`config.mk`:
```
export PLATFORM = sky130hd
export DESIGN_NAME = fcd_decoder
export DESIGN_NICKNAME = d
export VERILOG_FILES = /design/src/include/fcd_pkg.sv /design/src/hdl/fcd_decoder.sv /design/src/hdl/fcd_wr_capture.sv
export SDC_FILE = /design/constraint.sdc
export NUM_CORES = 1
export LEC_CHECK = 0
export BUFFER_PORTS_ARGS = -buffer_cell sky130_fd_sc_hd__buf_2
export CAP_MARGIN = 30
export CORE_MARGIN = 3
export CORE_UTILIZATION = 45
export DETAILED_ROUTE_END_ITERATION = 12
export PLACE_DENSITY = 0.68
export SYNTH_ARGS = -nofsm -noshare
export SYNTH_HDL_FRONTEND = slang
export SYNTH_SLANG_ARGS = --single-unit
```
`constraint.sdc`:
```
create_clock -name core_clk -period 13.05 [get_ports core_clk]
set_input_delay 1.305 -clock core_clk [delete_from_list [all_inputs] [get_ports core_clk]]
set_output_delay 1.305 -clock core_clk [all_outputs]
set_load 0.02 [all_outputs]
```
`src/include/fcd_pkg.sv`:
```
// Shared constants and types for the flash command decoder
package fcd_pkg;

  // Command codes
  localparam logic [7:0] CMD_READ_ARRAY  = 8'hFF;
  localparam logic [7:0] CMD_READ_STATUS = 8'h70;
  localparam logic [7:0] CMD_READ_ID     = 8'h90;
  localparam logic [7:0] CMD_READ_QUERY  = 8'h98;
  localparam logic [7:0] CMD_CLEAR_SR    = 8'h50;
  localparam logic [7:0] CMD_WORD_PGM    = 8'h40;
  localparam logic [7:0] CMD_WORD_PGM_ALT = 8'h10;
  localparam logic [7:0] CMD_BUF_PGM     = 8'hE8;
  localparam logic [7:0] CMD_CONFIRM     = 8'hD0;
  localparam logic [7:0] CMD_FFP_SETUP   = 8'h80;
  localparam logic [7:0] CMD_SUSPEND     = 8'hB0;

  // Status register layout and reset value
  localparam logic [7:0] SR_RESET   = 8'h80;
  localparam int         SR_READY   = 7;
  localparam int         SR_ERASE_E = 5;
  localparam int         SR_PGM_E   = 4;
  localparam logic [7:0] SR_ERR_MASK = 8'h3A;

  // Buffered program limit in words
  localparam int BUF_WORDS = 32;

  // Read modes
  typedef enum logic [1:0] {RM_ARRAY, RM_STATUS, RM_ID, RM_QUERY} fcd_rmode_t;

  // Decoder sequence states
  typedef enum logic [2:0] {
    ST_IDLE, ST_PGM_ARM, ST_BUF_CNT, ST_BUF_LOAD, ST_BUF_CONF,
    ST_FFP_ARM, ST_FFP_RUN, ST_BUSY
  } fcd_state_t;

  // Operation launched to the write state machine
  typedef enum logic [1:0] {OP_WORD, OP_BUFFER, OP_FACTORY} fcd_op_t;

  // One captured bus write
  typedef struct packed {
    logic [23:0] addr;
    logic [15:0] data;
  } fcd_wr_t;

  // Launch request to the write state machine
  typedef struct packed {
    logic    valid;
    fcd_op_t op;
    fcd_wr_t wr;
  } fcd_launch_t;

endpackage

```
`src/hdl/fcd_decoder.sv`:
```
// Command decoder for read modes, status clear and program sequences
//
// How it works
// [RULE1] 0xFF selects array read, full word
// [RULE2] 0x70 selects status read, low byte
// [RULE3] Program launch forces status read mode
// [RULE4] Identifier command selects identifier read, full word
// [RULE5] 0x98 selects query read, low byte
// [RULE6] Engine sets errors; only 0x50 clears
// [RULE7] 0x40 arms; next write launches word program
// [RULE8] While busy accept only status, suspend
// [RULE9] Host toggles select or output enable
// [RULE10] Host toggles select or address valid
// [RULE11] Host writes 0xFF before array reads
// [RULE12] 0x10 behaves exactly like 0x40
// [RULE13] 0xE8 starts buffer load, up to 32
// [RULE14] 0xD0 confirm launches buffered program
// [RULE15] 0x80 arms factory program, awaits 0xD0
// [RULE16] Factory mode ignores all other commands
// [RULE17] 0xD0 latches only right after 0x80
// [RULE18] Reset gives array read, status 0x80
// [RULE19] Bad second command sets status bits 4,5
// [RULE20] Capture at first rising strobe edge
// [RULE21] Identifier code taken as 0x90
// [RULE22] Unknown codes change nothing
`timescale 1ns/1ps
module fcd_decoder
  import fcd_pkg::*;
#(
  parameter int BUF_MAX = BUF_WORDS  // Program buffer size in words
)
(
  // Clock and reset
  input  wire logic        core_clk,
  input  wire logic        reset,
  // Host bus pins
  input  wire logic        chip_sel_n,
  input  wire logic        write_n,
  input  wire logic [23:0] addr_pin,
  input  wire logic [15:0] data_pin,
  // Read data sources
  input  wire logic [15:0] array_data,
  input  wire logic [15:0] ident_data,
  input  wire logic [7:0]  query_data,
  // Write state machine side
  input  wire logic        wsm_done,
  input  wire logic [7:0]  wsm_err_set,
  input  wire logic        wsm_factory_exit,
  // Outputs
  output fcd_launch_t      launch,
  output logic             buf_wr,
  output fcd_wr_t          buf_word,
  output logic             suspend_req,
  output fcd_rmode_t       read_mode,
  output logic [7:0]       status_reg,
  output logic [15:0]      read_data
);

  // Captured host write
  logic    wr_stb;
  fcd_wr_t wr;

  fcd_wr_capture u_cap (
    .core_clk   (core_clk),
    .reset      (reset),
    .chip_sel_n (chip_sel_n),
    .write_n    (write_n),
    .addr_pin   (addr_pin),
    .data_pin   (data_pin),
    .wr_stb     (wr_stb),
    .wr         (wr)
  );

  // All decoder state in one struct
  typedef struct packed {
    fcd_state_t  st;
    fcd_rmode_t  mode;
    logic [7:0]  sr;
    logic [5:0]  left;     // Words still to load into the buffer
    fcd_launch_t launch;
    logic        bwr;
    fcd_wr_t     bword;
    logic        susp;
    logic [15:0] rdata;
  } fcd_dec_t;

  fcd_dec_t q, d;

  // Read-mode change for single-cycle commands; returns current mode otherwise
  function automatic fcd_rmode_t mode_of(input logic [7:0] c, input fcd_rmode_t m);
    case (c)
      CMD_READ_ARRAY:  mode_of = RM_ARRAY;   // RULE1
      CMD_READ_STATUS: mode_of = RM_STATUS;  // RULE2
      CMD_READ_ID:     mode_of = RM_ID;      // RULE4 RULE21
      CMD_READ_QUERY:  mode_of = RM_QUERY;   // RULE5
      default:         mode_of = m;          // RULE22
    endcase
  endfunction

  // Sequence decode and status handling
  always_comb begin
    logic [7:0] c;
    c = wr.data[7:0];
    d = q;
    d.launch.valid = 1'b0;
    d.bwr  = 1'b0;
    d.susp = 1'b0;
    // Engine may only set error bits
    d.sr = q.sr | (wsm_err_set & SR_ERR_MASK); // RULE6
    if (wsm_done && q.st == ST_BUSY) begin
      d.st = ST_IDLE;
      d.sr[SR_READY] = 1'b1;
    end
    if (wsm_factory_exit && q.st == ST_FFP_RUN) begin
      d.st = ST_IDLE;
      d.sr[SR_READY] = 1'b1;
    end
    if (wr_stb) begin
      case (q.st)
        ST_IDLE: begin
          d.mode = mode_of(c, q.mode);
          case (c)
            CMD_CLEAR_SR: begin
              // A new error in this cycle still survives the clear
              d.sr = (q.sr & ~SR_ERR_MASK) | (wsm_err_set & SR_ERR_MASK); // RULE6
            end
            CMD_WORD_PGM, CMD_WORD_PGM_ALT: begin
              d.st = ST_PGM_ARM; // RULE7 RULE12
            end
            CMD_BUF_PGM: begin
              d.st   = ST_BUF_CNT; // RULE13
              d.mode = RM_STATUS;
            end
            CMD_FFP_SETUP: begin
              d.st = ST_FFP_ARM; // RULE15
            end
            default: begin
            end
          endcase
        end
        ST_PGM_ARM: begin
          // Second cycle latches address and data and launches
          d.launch = '{valid: 1'b1, op: OP_WORD, wr: wr}; // RULE7
          d.st   = ST_BUSY;
          d.mode = RM_STATUS; // RULE3
          d.sr[SR_READY] = 1'b0;
        end
        ST_BUF_CNT: begin
          // Word count is N-1; more than the buffer is a sequence error
          if (wr.data[7:0] >= 8'(BUF_MAX)) begin // RULE13
            d.sr[SR_PGM_E]   = 1'b1; // RULE19
            d.sr[SR_ERASE_E] = 1'b1;
            d.st = ST_IDLE;
          end else begin
            d.left = 6'(wr.data[7:0]) + 6'd1;
            d.st   = ST_BUF_LOAD;
          end
        end
        ST_BUF_LOAD: begin
          d.bwr   = 1'b1;
          d.bword = wr;
          d.left  = q.left - 6'd1;
          if (q.left == 6'd1) begin
            d.st = ST_BUF_CONF;
          end
        end
        ST_BUF_CONF: begin
          if (c == CMD_CONFIRM) begin
            d.launch = '{valid: 1'b1, op: OP_BUFFER, wr: wr}; // RULE14
            d.st = ST_BUSY;
            d.sr[SR_READY] = 1'b0;
          end else begin
            d.sr[SR_PGM_E]   = 1'b1; // RULE19
            d.sr[SR_ERASE_E] = 1'b1;
            d.st = ST_IDLE;
          end
          d.mode = RM_STATUS; // RULE3
        end
        ST_FFP_ARM: begin
          if (c == CMD_CONFIRM) begin
            d.launch = '{valid: 1'b1, op: OP_FACTORY, wr: wr}; // RULE17
            d.st = ST_FFP_RUN;
            d.sr[SR_READY] = 1'b0;
          end else begin
            d.sr[SR_PGM_E]   = 1'b1; // RULE19
            d.sr[SR_ERASE_E] = 1'b1;
            d.st = ST_IDLE;
          end
          d.mode = RM_STATUS; // RULE3
        end
        ST_FFP_RUN: begin
          // Writes here are factory data words, never commands
          d.bwr   = 1'b1; // RULE16
          d.bword = wr;
        end
        ST_BUSY: begin
          if (c == CMD_READ_STATUS) begin
            d.mode = RM_STATUS; // RULE8
          end else if (c == CMD_SUSPEND) begin
            d.susp = 1'b1; // RULE8
          end
        end
        default: d.st = ST_IDLE;
      endcase
    end
    // Read mux; status and query occupy the low byte only
    case (d.mode)
      RM_ARRAY:  d.rdata = array_data;            // RULE1
      RM_STATUS: d.rdata = {8'h00, d.sr};         // RULE2
      RM_ID:     d.rdata = ident_data;            // RULE4
      RM_QUERY:  d.rdata = {8'h00, query_data};   // RULE5
      default:   d.rdata = 16'h0000;
    endcase
  end

  // State register; reset gives array read and ready status
  always_ff @(posedge core_clk or posedge reset) begin
    if (reset) begin
      q      <= '0;
      q.st   <= ST_IDLE;
      q.mode <= RM_ARRAY;  // RULE18
      q.sr   <= SR_RESET;  // RULE18
    end else begin
      q <= d;
    end
  end

  assign launch      = q.launch;
  assign buf_wr      = q.bwr;
  assign buf_word    = q.bword;
  assign suspend_req = q.susp;
  assign read_mode   = q.mode;
  assign status_reg  = q.sr;
  assign read_data   = q.rdata;
endmodule

```
`src/hdl/fcd_wr_capture.sv`:
```
// Write-cycle capture: synchronises strobes and latches at first rising edge
`timescale 1ns/1ps
module fcd_wr_capture
  import fcd_pkg::*;
(
  // Clock and reset
  input  wire logic        core_clk,
  input  wire logic        reset,
  // Pins (asynchronous to core_clk)
  input  wire logic        chip_sel_n,
  input  wire logic        write_n,
  input  wire logic [23:0] addr_pin,
  input  wire logic [15:0] data_pin,
  // Captured write
  output logic             wr_stb,
  output fcd_wr_t          wr
);

  // All capture state in one struct
  typedef struct packed {
    logic [1:0] ce_s1;     // First stage, read only by second stage
    logic [1:0] ce_s2;     // Synced {chip_sel_n, write_n}
    logic       active_q;  // Write cycle in progress
    fcd_wr_t    bus_s1;
    fcd_wr_t    bus_s2;
    logic       stb;
    fcd_wr_t    wr;
  } fcd_cap_t;

  fcd_cap_t q, d;

  // A write is active while both strobes are low; it ends at whichever rises first
  always_comb begin
    d        = q;
    d.ce_s1  = {chip_sel_n, write_n};
    d.ce_s2  = q.ce_s1;
    d.bus_s1 = '{addr: addr_pin, data: data_pin};
    d.bus_s2 = q.bus_s1;
    d.stb    = 1'b0;
    d.active_q = (q.ce_s2 == 2'b00);
    // Data held from the last active sample, so the first rising strobe wins
    if (q.active_q && q.ce_s2 != 2'b00) begin // RULE20
      d.stb = 1'b1;
    end
    if (q.ce_s2 == 2'b00) begin
      d.wr = q.bus_s2;
    end
  end

  // State register
  always_ff @(posedge core_clk or posedge reset) begin
    if (reset) begin
      q <= '0;
      q.ce_s1 <= 2'b11;
      q.ce_s2 <= 2'b11;
    end else begin
      q <= d;
    end
  end

  assign wr_stb = q.stb;
  assign wr     = q.wr;

endmodule

```
==> results of run 1 <==
==> worst max path at each step <==
stage / startpoint / end / slack [ns] / cells after the start
2_1_floorplan: reset / buf_word[0] / 5.08 / 1
3_3_place_gp: reset / launch[28] / 10.03 / 3
3_5_place_dp: u_cap.wr[0] / read_data[7] / 10.13 / 8
4_1_cts: u_cap.wr[0] / read_data[7] / 10.10 / 8
5_1_grt: u_cap.wr[0] / read_data[7] / 9.90 / 8
6_report: u_cap.wr[0] / read_data[7] / 10.11 / 9
==> layout make-up <==
class / count / area (um^2)
Antenna cell: 1 / 2.50
Clock inverter: 13 / 234
Sequential cell: 243 / 6090
Multi-Input combinational cell: 306 / 2550
Inverter: 11 / 48.8
Fill cell: 1754 / 9610
Tap cell: 270 / 338
Timing Repair Buffer: 204 / 1060
Clock buffer: 32 / 692
==> synth_stat cells, drive strengths merged, types with 2 or more instances <==
library cell / number
nand3b: 2
dfstp: 5
a21o: 2
o21ai: 22
a21oi: 11
nor4: 4
buf: 122
xnor2: 2
nor3b: 3
nand3: 13
dfrtp: 238
o311ai: 2
a22oi: 2
and3: 2
nor2: 29
o22a: 3
nand2: 17
o21a: 2
inv: 11
ha: 4
o2bb2ai: 3
a211o: 2
or4: 2
mux2i: 28
nand2b: 4
xor2: 3
clkbuf: 15
nor2b: 4
nor3: 7
or3b: 2
mux2: 112
==> kinds of logic after synthesis <==
| kind of cell | after synthesis | synth area share |
|---|---|---|
| other cells | 1 | 0.000389 |
| fa+ha+maj | 4 | 0.00520 |
| xor+xnor | 5 | 0.00455 |
| simple gates | 94 | 0.0494 |
| flops | 243 | 0.632 |
| compound gates | 60 | 0.0427 |
| buf+inv | 148 | 0.106 |
| mux | 140 | 0.160 |
==> metrics by stage <==
stage	hold slack, ns	utilization	total power, mW	worst slack, ns	cells
3_5_place_dp	0.335	0.489	1.70	10.13	1034
3_3_place_gp	0.332	0.488	1.68	10.03	1033
6_report	0.342	0.534	2.46	10.11	1080
4_1_cts	0.347	0.534	2.50	10.10	1079
2_1_floorplan	0.331	-	1.67	5.08	697
5_1_grt	0.347	0.534	2.60	9.90	1080
==> power by group <==
part,switching (mW),internal [mW],total [mW]
Sequential,0.110,0.928,1.04
Combinational,0.374,0.265,0.639
Clock,0.291,0.495,0.786
==> layout by cell type (no fill, tap or decap), drive strengths merged, types with 5 or more instances in the layout <==
cell	Yosys	layout
o21ai	22	22
inv	11	12
mux2	112	112
bufinv	0	6
nor2	29	29
nor3	7	7
nand2	17	17
dfstp	5	5
buf	122	204
mux2i	28	28
dfrtp	238	238
clkinv	0	6
a21oi	11	11
nand3	13	13
clkbuf	15	32
==> worst max-delay path: stages, from the launching register on <==
cell and delay [ns]:
sky130_fd_sc_hd__dfrtp_1 0.47, sky130_fd_sc_hd__inv_1 0.14, sky130_fd_sc_hd__ha_1 0.24, sky130_fd_sc_hd__or3b_2 0.53
sky130_fd_sc_hd__nor3_1 0.26, sky130_fd_sc_hd__o21a_2 0.16, sky130_fd_sc_hd__buf_4 0.56, sky130_fd_sc_hd__nor2_1 0.16
sky130_fd_sc_hd__mux2i_1 0.18, sky130_fd_sc_hd__mux2i_1 0.09
==> routing by layer <==
| layer | track usage | part of all wire | routed length, um | up-vias |
|---|---|---|---|---|
| li1 | - | - | - | 2461 |
| met1 | 0.207 | 0.45 | 7900 | 2580 |
| met2 | 0.237 | 0.45 | 7870 | 165 |
| met3 | 0.0542 | 0.085 | 1490 | 32 |
| met4 | 0.0317 | 0.018 | 315 | 2 |
| met5 | 0 | 0.00040 | 7 | - |
==> results.txt, run 1 <==
----------------------------------------------------
[Placement]
  Post-detailed-placement cell area ... 10100 um^2
  Final RePlAce weighted congestion ... 0.830
  HPWL after detailed placement ... 11400 um
  Count of buffers from port buffering ... 197

[STA]
  Worst-margin pin slew ... 0.881 ns
  Final setup vio count ... 0
  Final slew viol count ... 0
  Setup repair after global routing missed its margin ... no
  TNS Setup ... 0 ns
  Post-route clock skew ... 0.0178 ns
  Post-route clock period utilization ... 0.225
  Timing-limited maximum frequency ... 341 MHz
  Final-report hold violation count ... 0
  Min Clock Period, post-route ... 2.94 ns
  Worst max-slew margin expressed relative to the limit ... 0.412

[Floorplanning]
  Die width ... 152 um
  Chip Height ... 152 um
  Die area ... 23200 um^2
  Rows ... 52
  Initial core utilization ... 0.467
  CORE AREA ... 20600 um^2
  Number of ports placed on the die boundary ... 205

[Worst setup path]
  Worst reg2reg path depth ... 9
  Worst reg2reg endpoint ... read_data[7]
  Worst Setup End Kind ... flop
  Category of the critical setup timing path ... reg2reg
  Beginning of the worst register-to-register path ... u_cap.wr[0]
  Type of origin of the critical path ... flop
  Crit path DAT ... 3.33 ns
  Required @ worst endpoint ... 13.45 ns
  Maximum fanout encountered on the critical timing path ... 46
  Slack of the worst reg-to-reg path ... 10.11 ns

[Layout]
  Total number of nets in the final design ... 889
  Share of post-route cells with drive strength above 1 ... 0.461
  Synth-to-Final Area Change ... 14.4%
  Final design instance area without fill ... 11000 um^2

[Power and ir drop]
  Static leakage power ... 5.33 nW
  Peak ir drop on the vdd network ... 136 uV
  Power Density ... 224 nW/um^2

[Clocking]
  Number of buffers inserted by post-CTS setup repair ... 0
  Number of H-tree branching levels ... 1
  Post-CTS Resized ... 0
  Buffer depth of the longest clock path ... 3
  Hold-fix buffer count after cts ... 0
  Clock transition time at the flip-flop clock pins of the worst setup and hold paths ... 0.07 ns
  Clock tree from TritonCTS ... done
  Clock sink count ... 243
  Worst-skew pair later-pin latency ... 0.53 ns
  Root Driver ... sky130_fd_sc_hd__clkbuf_16
  Number of CTS-inserted buffers ... 25

[Yosys]
  Syn_area_per_cell ... 13.9 um^2
  Total number of yosys warnings ... 0
  Top post-synthesis cells by area ... sky130_fd_sc_hd__dfrtp_1 62%, sky130_fd_sc_hd__mux2_2 13%, sky130_fd_sc_hd__buf_4 8.8%, sky130_fd_sc_hd__mux2i_1 2.9%, sky130_fd_sc_hd__dfstp_2 1.4%
  Share of synthesized flip-flops with an asynchronous set or reset ... 1.00
  Cell count after synthesis ... 695
  Count of cell types in the netlist ... 53
  Area share of the leading cell type in the synthesized netlist ... 0.618
  Primary FF master, synth ... sky130_fd_sc_hd__dfrtp_1
  Share of synthesized area occupied by flip-flops and latches ... 0.632
  Register bit count reported by yosys ... 243
  Synth area leader ... sky130_fd_sc_hd__dfrtp_1
  Count of flip-flops with a built-in enable after synthesis ... 0
  Synthesized cell area ... 9630 um^2

[Hold path]
  Class of the worst hold path ... reg2reg
  Worst hold start ... u_cap.d[55]
  Cells on Worst Hold Path ... 0
  Worst Hold Endpoint ... u_cap.q[55]

[Routing]
  Length of the first detailed-routing pass in iterations ... 4
  Post-route ant nets ... 0
  DRC Markers ... 0
  Detailed-route wire length per cell ... 16.3 um
  Vias after detailed routing ... 5240
  Iteration-0 DRC Markers ... 175
  Aggregate routed wire length ... 17600 um
  Detailed-route vias per instance ... 4.85

[Outcome]
  Status ... finished clean

[Flow run]
  Number of maximum-capacitance constraint violations ... 0

[Global routing]
  Global routing usage summed across all routing layers ... 0.152
  Number of global-route vias before repair ... 5514
  Wire length of the first global-routing pass ... 29300 um
  GRT Residual Overflow ... 0
  Initial antenna violation count ... 2
  Maximum number of pins on one net before global-route repair ... 105

----------------------------------------------------
(Power assumes the default switching activity.)
==> inputs of run 2 (changes only) <==
--- a/config.mk
+++ b/config.mk
@@ -10,7 +10,7 @@
 export CORE_MARGIN = 3
 export CORE_UTILIZATION = 45
 export DETAILED_ROUTE_END_ITERATION = 12
-export PLACE_DENSITY = 0.68
+export PLACE_DENSITY = 0.7
 export SYNTH_ARGS = -nofsm -noshare
 export SYNTH_HDL_FRONTEND = slang
 export SYNTH_SLANG_ARGS = --single-unit
==> constraint.sdc (replaced) <==
create_clock -name core_clk -period 2.6 [get_ports core_clk]
set_input_delay 0.26 -clock core_clk [delete_from_list [all_inputs] [get_ports core_clk]]
set_output_delay 0.26 -clock core_clk [all_outputs]
set_load 0.02 [all_outputs]
==> run 2 against run 1 <==
- cell count grew 7.9%
- via count is 8.1% higher
- global-route usage up 1.3 points
- first-iteration DRC count is 44% higher
- highest routed layer is now met4
- largest power group unchanged
- sequential power rose to 5.0 times the previous value
- setup slack got worse by 9.9 ns
- hold slack got worse by 0.30 ns
- maximum frequency is 22% higher
==> results.txt, run 2 (synthesis gave the netlist of run 1 again) <==
----------------------------------------------------
[STA]
  Worst max-slew margin expressed relative to the limit ... 0.488 (was 0.412)
  Min Clock Period, post-route ... 2.42 ns (was 2.94 ns)
  Final setup vio count ... 0 (unchanged)
  Final-report hold violation count ... 0 (unchanged)
  Worst-margin pin slew ... 0.765 ns (was 0.881 ns)
  Post-route clock period utilization ... 0.929 (was 0.225)
  Timing-limited maximum frequency ... 414 MHz (was 341 MHz)
  Post-route clock skew ... 0.0175 ns (was 0.0178 ns)
  Setup repair after global routing missed its margin ... no (unchanged)
  Final slew viol count ... 0 (unchanged)

[Routing]
  Aggregate routed wire length ... 19300 um (was 17600 um)
  Iteration-0 DRC Markers ... 252 (was 175)
  Detailed-route vias per instance ... 4.86 (was 4.85)
  Vias after detailed routing ... 5667 (was 5240)
  Post-route ant nets ... 0 (unchanged)
  DRC Markers ... 0 (unchanged)
  Length of the first detailed-routing pass in iterations ... 4 (unchanged)
  Detailed-route wire length per cell ... 16.5 um (was 16.3 um)

[Global routing]
  Wire length of the first global-routing pass ... 32000 um (was 29300 um)
  Initial antenna violation count ... 0 (was 2)
  Global routing usage summed across all routing layers ... 0.165 (was 0.152)
  GRT Residual Overflow ... 0 (unchanged)
  Maximum number of pins on one net before global-route repair ... 74 (was 105)
  Number of global-route vias before repair ... 6139 (was 5514)

[Clocking]
  Root Driver ... sky130_fd_sc_hd__clkbuf_16 (unchanged)
  Number of buffers inserted by post-CTS setup repair ... 0 (unchanged)
  Number of H-tree branching levels ... 1 (unchanged)
  Number of CTS-inserted buffers ... 26 (was 25)
  Buffer depth of the longest clock path ... 3 (unchanged)
  Clock sink count ... 243 (unchanged)
  Worst-skew pair later-pin latency ... 0.53 ns (about the same)
  Clock tree from TritonCTS ... done (unchanged)
  Clock transition time at the flip-flop clock pins of the worst setup and hold paths ... 0.06 ns (was 0.07 ns)

[Floorplanning]
  Initial core utilization ... 0.467 (unchanged)
  Die area ... 23200 um^2 (unchanged)
  Chip Height ... 152 um (unchanged)
  Number of ports placed on the die boundary ... 205 (unchanged)
  Rows ... 52 (unchanged)
  CORE AREA ... 20600 um^2 (unchanged)
  Die width ... 152 um (unchanged)

[Layout]
  Highest-count cells in the layout ignoring fill and taps ... 238 x sky130_fd_sc_hd__dfrtp_1, 197 x sky130_fd_sc_hd__buf_2, 112 x sky130_fd_sc_hd__mux2_2, 66 x sky130_fd_sc_hd__dlygate4sd3_1 (was 238 x sky130_fd_sc_hd__dfrtp_1, 197 x sky130_fd_sc_hd__buf_2, 112 x sky130_fd_sc_hd__mux2_2, 28 x sky130_fd_sc_hd__nor2_1, 28 x sky130_fd_sc_hd__mux2i_1)
  Diode insertion count for antenna repair ... 0 (was 1)
  Leading cell type in the layout, fill and taps excluded ... sky130_fd_sc_hd__dfrtp_1 (unchanged)
  Synth-to-Final Area Change ... 22.8% (was 14.4%)
  Fillcell total ... 1654 (was 1754)
  Share of post-route cells with drive strength above 1 ... 0.435 (was 0.461)
  Post-route insts no fill ... 1165 (was 1080)
  Total number of nets in the final design ... 974 (was 889)
  Post-Route Utilization ... 0.573 (was 0.534)

[Worst setup path]
  Category of the critical setup timing path ... reg2reg (unchanged)
  Crit path DAT ... 2.82 ns (was 3.33 ns)
  Slack of the worst reg-to-reg path ... 0.18 ns (was 10.11 ns)
  Type of origin of the critical path ... flop (unchanged)
  Required @ worst endpoint ... 3.00 ns (was 13.45 ns)
  Worst Setup End Kind ... flop (unchanged)
  Maximum fanout encountered on the critical timing path ... 18 (was 46)

[Power and ir drop]
  Static leakage power ... 5.66 nW (was 5.33 nW)
  Peak ir drop on the vdd network ... 675 uV (was 136 uV)
  Power Density ... 1040 nW/um^2 (was 224 nW/um^2)

[Placement]
  HPWL after detailed placement ... 12200 um (was 11400 um)
  Final RePlAce weighted congestion ... 0.824 (was 0.830)
  Placed cell count ... 1052 (was 1034)
  Count of buffers from port buffering ... 197 (unchanged)

[Flow run]
  Number of maximum-capacitance constraint violations ... 0 (unchanged)

[Outcome]
  Status ... finished clean (unchanged)

[Hold path]
  Class of the worst hold path ... in2reg (was reg2reg)

----------------------------------------------------
[run 2: metrics by stage]
step | cell area, um^2 | power [mW] | worst slack, ns | hold slack [ns] | setup TNS (ns)
after floorplan | 9640 | 8.36 | -0.846 | 0.264 | -201.33
after global placement | 10300 | 8.57 | 0.243 | 0.331 | 0
after detailed placement | 10300 | 8.66 | 0.191 | 0.335 | 0
after CTS | 11800 | 12.4 | 0.164 | 0.0224 | 0
after global routing | 11800 | 13.0 | 0.00961 | 0.0238 | 0
final | 11800 | 12.3 | 0.184 | 0.0380 | 0
[run 2: layer usage]
layer | track usage | wire [um]
met4 | 0.0428 | 465
met1 | 0.210 | 8010
met5 | 0 | 0
met2 | 0.280 | 9420
met3 | 0.0460 | 1370
[run 2: power breakdown]
part | internal [mW] | switching [mW] | leakage (nW)
Combinational | 1.49 | 1.97 | 2.28
Clock | 2.16 | 1.45 | 0.410
Sequential | 4.66 | 0.548 | 2.97
[run 2: layout make-up]
class	instances	area, um^2	area share
clock buffers	38	736	0.0622
clock inverters	9	111	0.00942
inverters	11	45.0	0.00381
multi-input cells	306	2560	0.217
flip-flops and latches	243	6090	0.515
well taps	270	338	0.0286
repair buffers	288	1950	0.165
[run 2: final timing paths]
path                                from             to  depth (start not counted)
max                          u_cap.wr[0]  read_data[10]                          9
min                        ident_data[1]   read_data[1]                          3
max reg2reg                  u_cap.wr[0]  read_data[10]                          9
min reg2reg                  u_cap.d[62]    u_cap.q[62]                          0
max in group asynchronous          reset  status_reg[7]                          4
min in group asynchronous          reset    u_cap.d[72]                          3
[run 2: what timing repair did]
action | in CTS | in global routing
endpoints found under the hold margin | 81 | 0
setup endpoints to repair | 0 | 1
resized for setup | 0 | 1
hold buffers | 66 | 0
[run 2: worst max-delay path, stage by stage (launching register included)]
cell and delay [ns]:
sky130_fd_sc_hd__dfrtp_1 0.38, sky130_fd_sc_hd__inv_1 0.10, sky130_fd_sc_hd__ha_1 0.22, sky130_fd_sc_hd__or4b_4 0.48, sky130_fd_sc_hd__o311ai_1 0.28, sky130_fd_sc_hd__o21ai_1 0.11
sky130_fd_sc_hd__a41oi_2 0.23, sky130_fd_sc_hd__buf_12 0.21, sky130_fd_sc_hd__mux2i_1 0.20, sky130_fd_sc_hd__nor2_1 0.07
